`config.mk`:
```
export PLATFORM = sky130hd
export DESIGN_NAME = dtec_top
export DESIGN_NICKNAME = d
export VERILOG_FILES = /design/src/rtl/dtec_pkg.sv /design/src/rtl/dtec_counter.sv /design/src/rtl/dtec_top.sv
export SDC_FILE = /design/constraint.sdc
export NUM_CORES = 1
export LEC_CHECK = 0
export ABC_AREA = 1
export BUFFER_PORTS_ARGS = -buffer_cell sky130_fd_sc_hd__buf_2
export CAP_MARGIN = 25
export CELL_PAD_IN_SITES_DETAIL_PLACEMENT = 2
export CELL_PAD_IN_SITES_GLOBAL_PLACEMENT = 2
export CORE_AREA = 2 2 140 142
export CTS_CLUSTER_DIAMETER = 30
export DETAILED_ROUTE_END_ITERATION = 12
export DIE_AREA = 0 0 142 144
export PLACE_DENSITY_LB_ADDON = 0.1
export SYNTH_ARGS = -nofsm -noshare
export SYNTH_HDL_FRONTEND = slang
export SYNTH_SLANG_ARGS = --single-unit
export TNS_END_PERCENT = 5
```
`constraint.sdc`:
```
create_clock -name aclk -period 4.2 [get_ports aclk]
set_input_delay 1.26 -clock aclk [delete_from_list [all_inputs] [get_ports aclk]]
set_output_delay 1.26 -clock aclk [all_outputs]
set_load 0.02 [all_outputs]
```
`src/rtl/dtec_pkg.sv`:
```
// package: register map, control field layout and constants for the dual timer
package dtec_pkg;
  // register byte offsets on the axi4-lite bus
  localparam logic [7:0] DTEC_OFF_T0_COUNT = 8'h00;
  localparam logic [7:0] DTEC_OFF_T0_CTRL = 8'h04;
  localparam logic [7:0] DTEC_OFF_T1_LOW = 8'h08;
  localparam logic [7:0] DTEC_OFF_T1_HIGH = 8'h0C;
  localparam logic [7:0] DTEC_OFF_T1_CTRL = 8'h10;
  localparam logic [7:0] DTEC_OFF_INT_CTRL = 8'h14;
  localparam logic [7:0] DTEC_OFF_STATUS = 8'h18;
  // control register fields
  localparam int DTEC_MODE_HI = 7;
  localparam int DTEC_MODE_LO = 6;
  localparam int DTEC_SUBSEL_BIT = 5;
  localparam int DTEC_RUN_BIT = 4;
  localparam int DTEC_EDGE_BIT = 3;
  localparam int DTEC_PSC_HI = 2;
  localparam int DTEC_PSC_LO = 0;
  // interrupt control fields
  localparam int DTEC_IE0_BIT = 0;
  localparam int DTEC_IE1_BIT = 1;
  // reset values
  localparam logic [7:0] DTEC_CTRL_RST = 8'h00;
  localparam logic [7:0] DTEC_INTC_RST = 8'h00;
  localparam logic [7:0] DTEC_PRELOAD_RST = 8'h00;
  // fsys/4 divider length
  localparam int DTEC_SYS_DIV = 4;
  // axi responses
  localparam logic [1:0] DTEC_RESP_OKAY = 2'b00;
  localparam logic [1:0] DTEC_RESP_SLVERR = 2'b10;
  // operating modes, bits 7:6
  typedef enum logic [1:0] {
    DTEC_MODE_IDLE = 2'b00,
    DTEC_MODE_EVENT = 2'b01,
    DTEC_MODE_TIMER = 2'b10,
    DTEC_MODE_PULSE = 2'b11
  } dtec_mode_t;
endpackage

```
`src/rtl/dtec_counter.sv`:
```
// one count-up timer/event counter channel with preload and pulse width logic
`timescale 1ns/1ps
`default_nettype none
module dtec_counter #(
  parameter int WIDTH = 8
) (
  input wire logic aclk, // system clock
  input wire logic aresetn, // sync reset, active low
  input wire logic [1:0] mode, // operating mode bits
  input wire logic run, // run bit
  input wire logic edge_sel, // event mode: 0 rising, 1 falling
  input wire logic int_tick, // internal clock pulse
  input wire logic pin, // timer pin level
  input wire logic preload_wr, // preload write strobe
  input wire logic [WIDTH-1:0] preload_data, // preload write data
  output logic [WIDTH-1:0] count, // live counter
  output logic pulse_done, // pulse width end, one cycle
  output logic overflow // overflow pulse, one cycle
);
  import dtec_pkg::*;
  logic pin_d_r;
  logic armed_r;
  logic [WIDTH-1:0] count_r;
  logic [WIDTH-1:0] preload_r;
  logic active_edge;
  logic return_edge;
  logic rise_edge;
  logic fall_edge;
  logic inc;

  always_ff @(posedge aclk) begin
    if (!aresetn) pin_d_r <= 1'b0;
    else pin_d_r <= pin;
  end

  assign rise_edge = ~pin_d_r & pin;
  assign fall_edge = pin_d_r & ~pin;

  // pulse mode arms on the edge opposite to the event mode one
  always_comb begin
    if (mode == DTEC_MODE_PULSE) begin
      active_edge = edge_sel ? rise_edge : fall_edge;
      return_edge = edge_sel ? fall_edge : rise_edge;
    end else begin
      active_edge = edge_sel ? fall_edge : rise_edge;
      return_edge = 1'b0;
    end
    unique case (dtec_mode_t'(mode))
      DTEC_MODE_TIMER: inc = run & int_tick;
      DTEC_MODE_EVENT: inc = run & active_edge;
      DTEC_MODE_PULSE: inc = run & armed_r & int_tick;
      DTEC_MODE_IDLE: inc = 1'b0;
    endcase
  end

  // pulse width: arm on active edge, stop on return to idle level
  always_ff @(posedge aclk) begin
    if (!aresetn || !run || mode != DTEC_MODE_PULSE) armed_r <= 1'b0;
    else if (active_edge && !armed_r) armed_r <= 1'b1;
  end
  assign pulse_done = (mode == DTEC_MODE_PULSE) && run && armed_r && return_edge;

  assign overflow = inc && (count_r == {WIDTH{1'b1}});

  always_ff @(posedge aclk) begin
    if (!aresetn) preload_r <= WIDTH'(DTEC_PRELOAD_RST);
    else if (preload_wr) preload_r <= preload_data;
  end

  always_ff @(posedge aclk) begin
    if (!aresetn) count_r <= '0;
    else if (preload_wr && !run) count_r <= preload_data;
    else if (overflow) count_r <= preload_r;
    else if (inc) count_r <= count_r + 1'b1;
  end
  assign count = count_r;
endmodule
`default_nettype wire

```
`src/rtl/dtec_top.sv`:
```
// dual timer/event counter with axi4-lite register access
// Behaviour
// - one 8-bit and one 16-bit count-up counter, each with three modes.
// - 8-bit internal clock is system clock through prescaler set by bits 2:0.
// - 16-bit internal clock is sub clock or fsys/4, option plus select bit.
// - event mode counts each pin edge; bit 3 picks falling or rising.
// - count preload to all ones, then overflow request, reload, keep counting.
// - preload write while stopped also loads counter at once.
// - preload write while running reaches counter at next overflow.
// - 16-bit low byte write goes only to low byte buffer.
// - high byte write loads high byte and moves buffer to low byte.
// - high byte read latches low byte into buffer; read high first.
// - low byte read returns buffered value, not live low byte.
// - bits 7:6 pick mode; 10 is internal timer mode.
// - bit 4 is run control; clear stops counter.
// - prescaler ratio has no effect on pin-clocked counting.
// - timer mode increments exactly once per internal clock cycle.
// - overflow interrupt suppressed when its enable bit is clear.
// - mode 01 is event counting, pin bypasses prescaler.
// - mode 11 pulse width; counting starts only after active pin edge.
// - pulse width mode clears run bit when pin returns; later edges ignored.
//
// The address map and the AXI4-Lite register port were left to the implementer.
`timescale 1ns/1ps
`default_nettype none
module dtec_top #(
  parameter bit USE_SUB_CLOCK = 1'b1 // configuration option for timer 1 source
) (
  input wire logic aclk, // system clock, 250 MHz
  input wire logic aresetn, // sync reset, active low
  input wire logic [7:0] s_axi_awaddr, // write address
  input wire logic s_axi_awvalid, // write address valid
  output logic s_axi_awready, // write address ready
  input wire logic [31:0] s_axi_wdata, // write data
  input wire logic [3:0] s_axi_wstrb, // write strobes
  input wire logic s_axi_wvalid, // write data valid
  output logic s_axi_wready, // write data ready
  output logic [1:0] s_axi_bresp, // write response
  output logic s_axi_bvalid, // write response valid
  input wire logic s_axi_bready, // write response ready
  input wire logic [7:0] s_axi_araddr, // read address
  input wire logic s_axi_arvalid, // read address valid
  output logic s_axi_arready, // read address ready
  output logic [31:0] s_axi_rdata, // read data
  output logic [1:0] s_axi_rresp, // read response
  output logic s_axi_rvalid, // read data valid
  input wire logic s_axi_rready, // read data ready
  input wire logic timer0_ext_pin, // timer 0 external pin
  input wire logic timer1_ext_pin, // timer 1 external pin
  input wire logic sub_clock_tick, // sub clock, one pulse per period
  output logic timer0_irq, // timer 0 overflow request, pulse
  output logic timer1_irq // timer 1 overflow request, pulse
);
  import dtec_pkg::*;

  // ==========================================================
  // axi4-lite write channel
  logic aw_held_r;
  logic w_held_r;
  logic [7:0] awaddr_r;
  logic [31:0] wdata_r;
  logic [3:0] wstrb_r;
  logic bvalid_r;
  logic [1:0] bresp_r;
  logic wr_fire;
  logic wr_ok;

  assign s_axi_awready = !aw_held_r && !bvalid_r;
  assign s_axi_wready = !w_held_r && !bvalid_r;
  // address and data wait for each other; a pending response blocks both
  assign wr_fire = aw_held_r && w_held_r && !bvalid_r;

  always_ff @(posedge aclk) begin
    if (!aresetn) begin
      aw_held_r <= 1'b0;
      awaddr_r <= 8'h00;
    end else if (s_axi_awvalid && s_axi_awready) begin
      aw_held_r <= 1'b1;
      awaddr_r <= s_axi_awaddr;
    end else if (wr_fire) begin
      aw_held_r <= 1'b0;
    end
  end

  always_ff @(posedge aclk) begin
    if (!aresetn) begin
      w_held_r <= 1'b0;
      wdata_r <= 32'h0000_0000;
      wstrb_r <= 4'h0;
    end else if (s_axi_wvalid && s_axi_wready) begin
      w_held_r <= 1'b1;
      wdata_r <= s_axi_wdata;
      wstrb_r <= s_axi_wstrb;
    end else if (wr_fire) begin
      w_held_r <= 1'b0;
    end
  end

  always_comb begin
    unique case (awaddr_r & 8'hFC)
      DTEC_OFF_T0_COUNT, DTEC_OFF_T0_CTRL, DTEC_OFF_T1_LOW, DTEC_OFF_T1_HIGH,
      DTEC_OFF_T1_CTRL, DTEC_OFF_INT_CTRL, DTEC_OFF_STATUS: wr_ok = 1'b1;
      default: wr_ok = 1'b0;
    endcase
  end

  always_ff @(posedge aclk) begin
    if (!aresetn) begin
      bvalid_r <= 1'b0;
      bresp_r <= DTEC_RESP_OKAY;
    end else if (wr_fire) begin
      bvalid_r <= 1'b1;
      bresp_r <= wr_ok ? DTEC_RESP_OKAY : DTEC_RESP_SLVERR;
    end else if (s_axi_bready) begin
      bvalid_r <= 1'b0;
    end
  end
  assign s_axi_bvalid = bvalid_r;
  assign s_axi_bresp = bresp_r;

  // register write strobes, byte lane 0 only
  logic wr_lane0;
  logic [7:0] wbyte;
  logic [7:0] wr_word_addr;
  logic wr_t0_count;
  logic wr_t0_ctrl;
  logic wr_t1_low;
  logic wr_t1_high;
  logic wr_t1_ctrl;
  logic wr_intc;
  assign wr_lane0 = wr_fire && wstrb_r[0];
  assign wbyte = wdata_r[7:0];
  assign wr_word_addr = awaddr_r & 8'hFC;

  always_comb begin
    wr_t0_count = 1'b0;
    wr_t0_ctrl = 1'b0;
    wr_t1_low = 1'b0;
    wr_t1_high = 1'b0;
    wr_t1_ctrl = 1'b0;
    wr_intc = 1'b0;
    if (wr_lane0) begin
      unique case (wr_word_addr)
        DTEC_OFF_T0_COUNT: wr_t0_count = 1'b1;
        DTEC_OFF_T0_CTRL: wr_t0_ctrl = 1'b1;
        DTEC_OFF_T1_LOW: wr_t1_low = 1'b1;
        DTEC_OFF_T1_HIGH: wr_t1_high = 1'b1;
        DTEC_OFF_T1_CTRL: wr_t1_ctrl = 1'b1;
        DTEC_OFF_INT_CTRL: wr_intc = 1'b1;
        default: ;
      endcase
    end
  end

  // ==========================================================
  // control registers
  logic [7:0] timer0_control_r;
  logic [7:0] timer1_control_r;
  logic [7:0] interrupt_control_0_r;
  logic t0_pulse_done;
  logic t1_pulse_done;

  always_ff @(posedge aclk) begin
    if (!aresetn) timer0_control_r <= DTEC_CTRL_RST;
    else if (wr_t0_ctrl) timer0_control_r <= wbyte;
    else if (t0_pulse_done) timer0_control_r[DTEC_RUN_BIT] <= 1'b0;
  end

  always_ff @(posedge aclk) begin
    if (!aresetn) timer1_control_r <= DTEC_CTRL_RST;
    else if (wr_t1_ctrl) timer1_control_r <= wbyte;
    else if (t1_pulse_done) timer1_control_r[DTEC_RUN_BIT] <= 1'b0;
  end

  always_ff @(posedge aclk) begin
    if (!aresetn) interrupt_control_0_r <= DTEC_INTC_RST;
    else if (wr_intc) interrupt_control_0_r <= wbyte;
  end

  logic [1:0] timer0_mode_select;
  logic [1:0] timer1_mode_select;
  logic timer0_run;
  logic timer1_run;
  logic timer0_edge_select;
  logic timer1_edge_select;
  logic [2:0] timer0_prescale_ratio;
  logic timer1_clock_select;
  assign timer0_mode_select = timer0_control_r[DTEC_MODE_HI:DTEC_MODE_LO];
  assign timer1_mode_select = timer1_control_r[DTEC_MODE_HI:DTEC_MODE_LO];
  assign timer0_run = timer0_control_r[DTEC_RUN_BIT];
  assign timer1_run = timer1_control_r[DTEC_RUN_BIT];
  assign timer0_edge_select = timer0_control_r[DTEC_EDGE_BIT];
  assign timer1_edge_select = timer1_control_r[DTEC_EDGE_BIT];
  assign timer0_prescale_ratio = timer0_control_r[DTEC_PSC_HI:DTEC_PSC_LO];
  assign timer1_clock_select = timer1_control_r[DTEC_SUBSEL_BIT];
  logic timer0_irq_en;
  logic timer1_irq_en;
  assign timer0_irq_en = interrupt_control_0_r[DTEC_IE0_BIT];
  assign timer1_irq_en = interrupt_control_0_r[DTEC_IE1_BIT];

  // ==========================================================
  // clock sources
  logic [7:0] psc_r;
  logic t0_tick;
  logic [1:0] div4_r;
  logic sys4_tick;
  logic t1_tick;

  // 8-stage prescaler; ratio 2^n, n = bits 2:0 + 1
  always_ff @(posedge aclk) begin
    if (!aresetn) psc_r <= 8'h00;
    else psc_r <= psc_r + 8'h01;
  end
  // tick when the low n-1 bits are zero and bit n-1 is one
  always_comb begin
    unique case (timer0_prescale_ratio)
      3'h0: t0_tick = (psc_r[0] == 1'b1);
      3'h1: t0_tick = (psc_r[1:0] == 2'h2);
      3'h2: t0_tick = (psc_r[2:0] == 3'h4);
      3'h3: t0_tick = (psc_r[3:0] == 4'h8);
      3'h4: t0_tick = (psc_r[4:0] == 5'h10);
      3'h5: t0_tick = (psc_r[5:0] == 6'h20);
      3'h6: t0_tick = (psc_r[6:0] == 7'h40);
      3'h7: t0_tick = (psc_r[7:0] == 8'h80);
    endcase
  end

  // free-running, so the first timer 1 tick after start lands 1 to 4 cycles later
  always_ff @(posedge aclk) begin
    if (!aresetn) div4_r <= 2'b00;
    else div4_r <= div4_r + 2'b01;
  end
  assign sys4_tick = (div4_r == 2'(DTEC_SYS_DIV - 1));
  assign t1_tick = (USE_SUB_CLOCK && timer1_clock_select) ? sub_clock_tick : sys4_tick;

  // ==========================================================
  // counters
  logic [7:0] t0_count;
  logic [15:0] t1_count;
  logic t0_ovf;
  logic t1_ovf;
  logic [7:0] low_buf_r;
  logic [7:0] rd_low_buf_r;

  // prescaled tick only used by the internal-clock modes
  dtec_counter #(.WIDTH(8)) u_timer0 (
    .aclk(aclk),
    .aresetn(aresetn),
    .mode(timer0_mode_select),
    .run(timer0_run),
    .edge_sel(timer0_edge_select),
    .int_tick(t0_tick),
    .pin(timer0_ext_pin),
    .preload_wr(wr_t0_count),
    .preload_data(wbyte),
    .count(t0_count),
    .pulse_done(t0_pulse_done),
    .overflow(t0_ovf)
  );

  dtec_counter #(.WIDTH(16)) u_timer1 (
    .aclk(aclk),
    .aresetn(aresetn),
    .mode(timer1_mode_select),
    .run(timer1_run),
    .edge_sel(timer1_edge_select),
    .int_tick(t1_tick),
    .pin(timer1_ext_pin),
    .preload_wr(wr_t1_high),
    .preload_data({wbyte, low_buf_r}),
    .count(t1_count),
    .pulse_done(t1_pulse_done),
    .overflow(t1_ovf)
  );

  // ==========================================================
  // timer 1 byte buffers
  // write buffer and read latch kept apart so a read cannot spoil a pending write
  // low byte write buffer
  always_ff @(posedge aclk) begin
    if (!aresetn) low_buf_r <= 8'h00;
    else if (wr_t1_low) low_buf_r <= wbyte;
  end

  // ==========================================================
  // interrupt requests
  assign timer0_irq = t0_ovf && timer0_irq_en;
  assign timer1_irq = t1_ovf && timer1_irq_en;

  // ==========================================================
  // axi4-lite read channel
  logic rvalid_r;
  logic [31:0] rdata_r;
  logic [1:0] rresp_r;
  logic rd_fire;
  logic [7:0] rd_addr;
  assign s_axi_arready = !rvalid_r;
  assign rd_fire = s_axi_arvalid && s_axi_arready;
  assign rd_addr = s_axi_araddr & 8'hFC;

  // read-side latch for the low byte, filled by a high byte read
  always_ff @(posedge aclk) begin
    if (!aresetn) rd_low_buf_r <= 8'h00;
    else if (rd_fire && rd_addr == DTEC_OFF_T1_HIGH) rd_low_buf_r <= t1_count[7:0];
  end

  // read mux, unmapped offsets answer with an error
  logic [7:0] status_byte;
  logic [7:0] rd_byte;
  logic rd_err;
  assign status_byte = {4'h0, t1_ovf, t0_ovf, 1'b0, USE_SUB_CLOCK};

  always_comb begin
    rd_byte = 8'h00;
    rd_err = 1'b0;
    unique case (rd_addr)
      DTEC_OFF_T0_COUNT: rd_byte = t0_count;
      DTEC_OFF_T0_CTRL: rd_byte = timer0_control_r;
      DTEC_OFF_T1_LOW: rd_byte = rd_low_buf_r;
      DTEC_OFF_T1_HIGH: rd_byte = t1_count[15:8];
      DTEC_OFF_T1_CTRL: rd_byte = timer1_control_r;
      DTEC_OFF_INT_CTRL: rd_byte = interrupt_control_0_r;
      DTEC_OFF_STATUS: rd_byte = status_byte;
      default: rd_err = 1'b1;
    endcase
  end

  always_ff @(posedge aclk) begin
    if (!aresetn) begin
      rvalid_r <= 1'b0;
      rdata_r <= 32'h0000_0000;
      rresp_r <= DTEC_RESP_OKAY;
    end else if (rd_fire) begin
      rvalid_r <= 1'b1;
      rdata_r <= {24'h00_0000, rd_byte};
      rresp_r <= rd_err ? DTEC_RESP_SLVERR : DTEC_RESP_OKAY;
    end else if (s_axi_rready) begin
      rvalid_r <= 1'b0;
    end
  end
  assign s_axi_rvalid = rvalid_r;
  assign s_axi_rdata = rdata_r;
  assign s_axi_rresp = rresp_r;
endmodule
`default_nettype wire

```
==> run metrics <==
outcome finished clean; die height 144 µm; skew final just over 0.008 ns; main flop type after synthesis dfxtp_1; commonest non-fill, non-tap cell in the layout nand2_1; Initial DRC Count roughly 430; Synth top area share 41.2%; Final Hold Viols 0; I/O pins 105; R2R cell count 14; Distinct cells, synth 42; P_int 2.39 mW; yosys warns 0; clock latency on the worst-skew pair 0.43 ns; Post-CTS Setup Inserts 0; hold path start div4_r[0]; DPL Wire Length 16700 µm; Num CTS Buffers 17; # DRC 0; DR vias/cell 5.13; Root Driver clkbuf_16; Crit path top cell by count nand2_1; Post-synth EDFFs 0; Slew headroom 35.6%; Syn Area/Cell 7.14 µm²; pre-CTS setup slack 0.366 ns; Worst path max stage delay 0.30 ns; Worst Path Buf+Inv 3; WHS Path Cells 1; Sink Count 131; most frequent cells in the layout nand2_1, dfxtp_1, inv_1; most area-consuming cells after synthesis dfxtp_1, nand2_1, a21oi_1; Inst Count DP approximately 1200; unrepaired setup endpoints after global routing false; startpoint types input port; CTS resizes 0; P_leak a little over 3 nW; min Tclk post-route ~3.8 ns; layout cells sized above 1 10.9%; sw frac 23.4%; fin crit share 90.6%; final worst slack a little under 0.4 ns; largest net degree at the start of global routing 61; final antenna-violating net count 0; Hold Path Class flip-flop to flip-flop; TNS Setup 0 ns; Final Max Slew Viols 0; Seq/Total Area, Yosys 41.2%; vias in the first global route approximately 6600; # port buffers 47; # nets final 1003; GPL Wtd Cong 0.868; PD cells 424 mW/mm²; end-of-flow core utilization 38.6%; asr flop ratio synth 0%; net switching power 0.732 mW; first-pass GRT wire length between 30000 and 40000 µm; Die ar. a little over 0.02 mm²; DR pass1 iterations 5; Via Count 6086; Die W 142 µm; Cells after Synth slightly below 900; delay-heaviest family, CP simple AND/OR/NAND/NOR gates; RR Startpoint div4_r[0]; CP Cell Sequence buf_2 -> or2_2 -> nand2_1 -> nand2_1 -> inv_1 -> nand4_1 -> nand2_1 -> nand2_1 -> nor2_1 -> buf_2; Worst-path clk slew about 0.060 ns; CTS tree yes; Post-Syn Area 0.00637 mm²; Setup-failing EPs final 0; Sequential Power Share between 40% and 50%; drt wl/cell approximately 19 µm; worst hold endpoint div4_r[0]; Overflow after GRT 0; H-tree levels 4; clock share of power 52.6%; R2R setup slack 1.91 ns; RR Endpoint u_timer1.count[6]; cell taking the most area after synthesis dfxtp_1; synthesized flop and latch total 131; CP arrival between 2 and 3 ns; Initial Util 33.4%; Crit Path Class input port to output port; WL final roughly 23000 µm; row cnt a little over 50; Worst Path Required 2.94 ns; crit path capture type output port; slowest library cell on the worst path or2_2; Finished Layout Cells 1186; Clock Path Buffers 2; combinational share of power 5.8%; initial antenna violation count 0; Peak Freq approximately 260 MHz; Worst-Margin Slew between 0.9 and 1 ns; crit-path max FO 4; CTS Hold Bufs 0; total core area 0.0191 mm²; Max Cap Viol 0; gr usage total between 20% and 30%; antenna cells 0; Layout Area Growth over Synthesis 15.6%; VDD IR max approximately 0.00028 V
## routing by layer
layer / vias up / global-route usage [%] / wire [µm]
met1: 3003 / 28.9 / 10400
met3: 31 / 3.48 / 478
met5: - / 0 / 0
met4: 0 / 8.05 / 498
met2: 79 / 41.2 / 11400
li1: 2973 / - / -
## flip-flops by register name, summed over array words and instances, names as in the netlist, 2 cells and up
name,count
u_timer1.count,16
u_timer1.preload_r,16
interrupt_control_0_r,8
low_buf_r,8
psc_r,8
rd_low_buf_r,8
s_axi_rdata,8
timer0_control_r,8
timer1_control_r,8
u_timer0.count,8
u_timer0.preload_r,8
wdata_r,8
awaddr_r,6
div4_r,2
## worst register-to-register path: stages (launching register included)
cell and delay [ns]:
dfxtp_1 0.34, ha_1 0.16, inv_1 0.06, nand2_1 0.07, nand3_1 0.06, a21oi_1 0.16
nand2_2 0.15, inv_4 0.08, buf_4 0.27, nand2_2 0.22, inv_2 0.27, nand2_1 0.10
nand2_1 0.07, a21oi_1 0.07, nor2_1 0.14
## final cells by class
| cell class | instances | area (µm²) |
|---|---|---|
| Sequential cell | 131 | 2620 |
| Clock inverter | 10 | 179 |
| Inverter | 117 | 442 |
| Clock buffer | 22 | 464 |
| Multi-Input combinational cell | 614 | 3070 |
| Fill cell | 2270 | 11700 |
| Timing Repair Buffer | 54 | 288 |
| Tap cell | 238 | 298 |
## power groups by stage
stage	clock, mW	combinational, mW	sequential [mW]
after floorplan	0	0.134	1.31
after global placement	0	0.174	1.32
after detailed placement	0	0.183	1.32
after CTS	1.67	0.185	1.30
after global routing	1.73	0.207	1.30
final	1.65	0.183	1.30
## stage by stage
| step | total power [mW] | hold slack, ns | area (µm²) |
|---|---|---|---|
| 6_report | 3.13 | 0.432 | 7360 |
| 5_1_grt | 3.24 | 0.469 | 7360 |
| 3_3_place_gp | 1.50 | 0.410 | 6720 |
| 2_1_floorplan | 1.45 | 0.399 | 6460 |
| 3_5_place_dp | 1.51 | 0.422 | 6720 |
| 4_1_cts | 3.16 | 0.438 | 7360 |
## synthesized netlist by cell type (all sizes together), types with 2 or more instances
cell type,n
a22oi,9
xor2,18
a21oi,96
a31oi,3
dfxtp,131
buf,33
o22ai,16
o2111ai,4
o211ai,4
nand3,30
ha,6
nor2,99
nand4,13
o31ai,3
clkinv,2
a211oi,18
nand2,166
clkbuf,22
inv,115
nor4,3
nor3,7
o21ai,86
or2,2
## cells by family (layout without fill, tap and decap cells)
logic type | after synthesis | count (layout) | share of synthesized area, %
fa+ha+maj | 6 | 6 | 1.18
xor+xnor | 19 | 19 | 2.61
other cells | 1 | 26 | 0.0589
buf+inv | 172 | 203 | 12.1
compound gates | 241 | 241 | 21.0
flops | 131 | 131 | 41.2
simple gates | 322 | 322 | 21.9
## how the worst max path moves through the flow
stage,from,cells past startpoint,slack [ns],to
2_1_floorplan,timer0_ext_pin,8,0.50,timer0_irq
3_5_place_dp,timer0_ext_pin,10,0.37,timer0_irq
3_3_place_gp,timer0_ext_pin,10,0.42,timer0_irq
4_1_cts,u_timer1.count[0],8,0.34,timer1_irq
6_report,timer0_ext_pin,10,0.40,timer0_irq
5_1_grt,timer0_ext_pin,10,0.23,timer0_irq
Power figures use the tool's default switching activity.
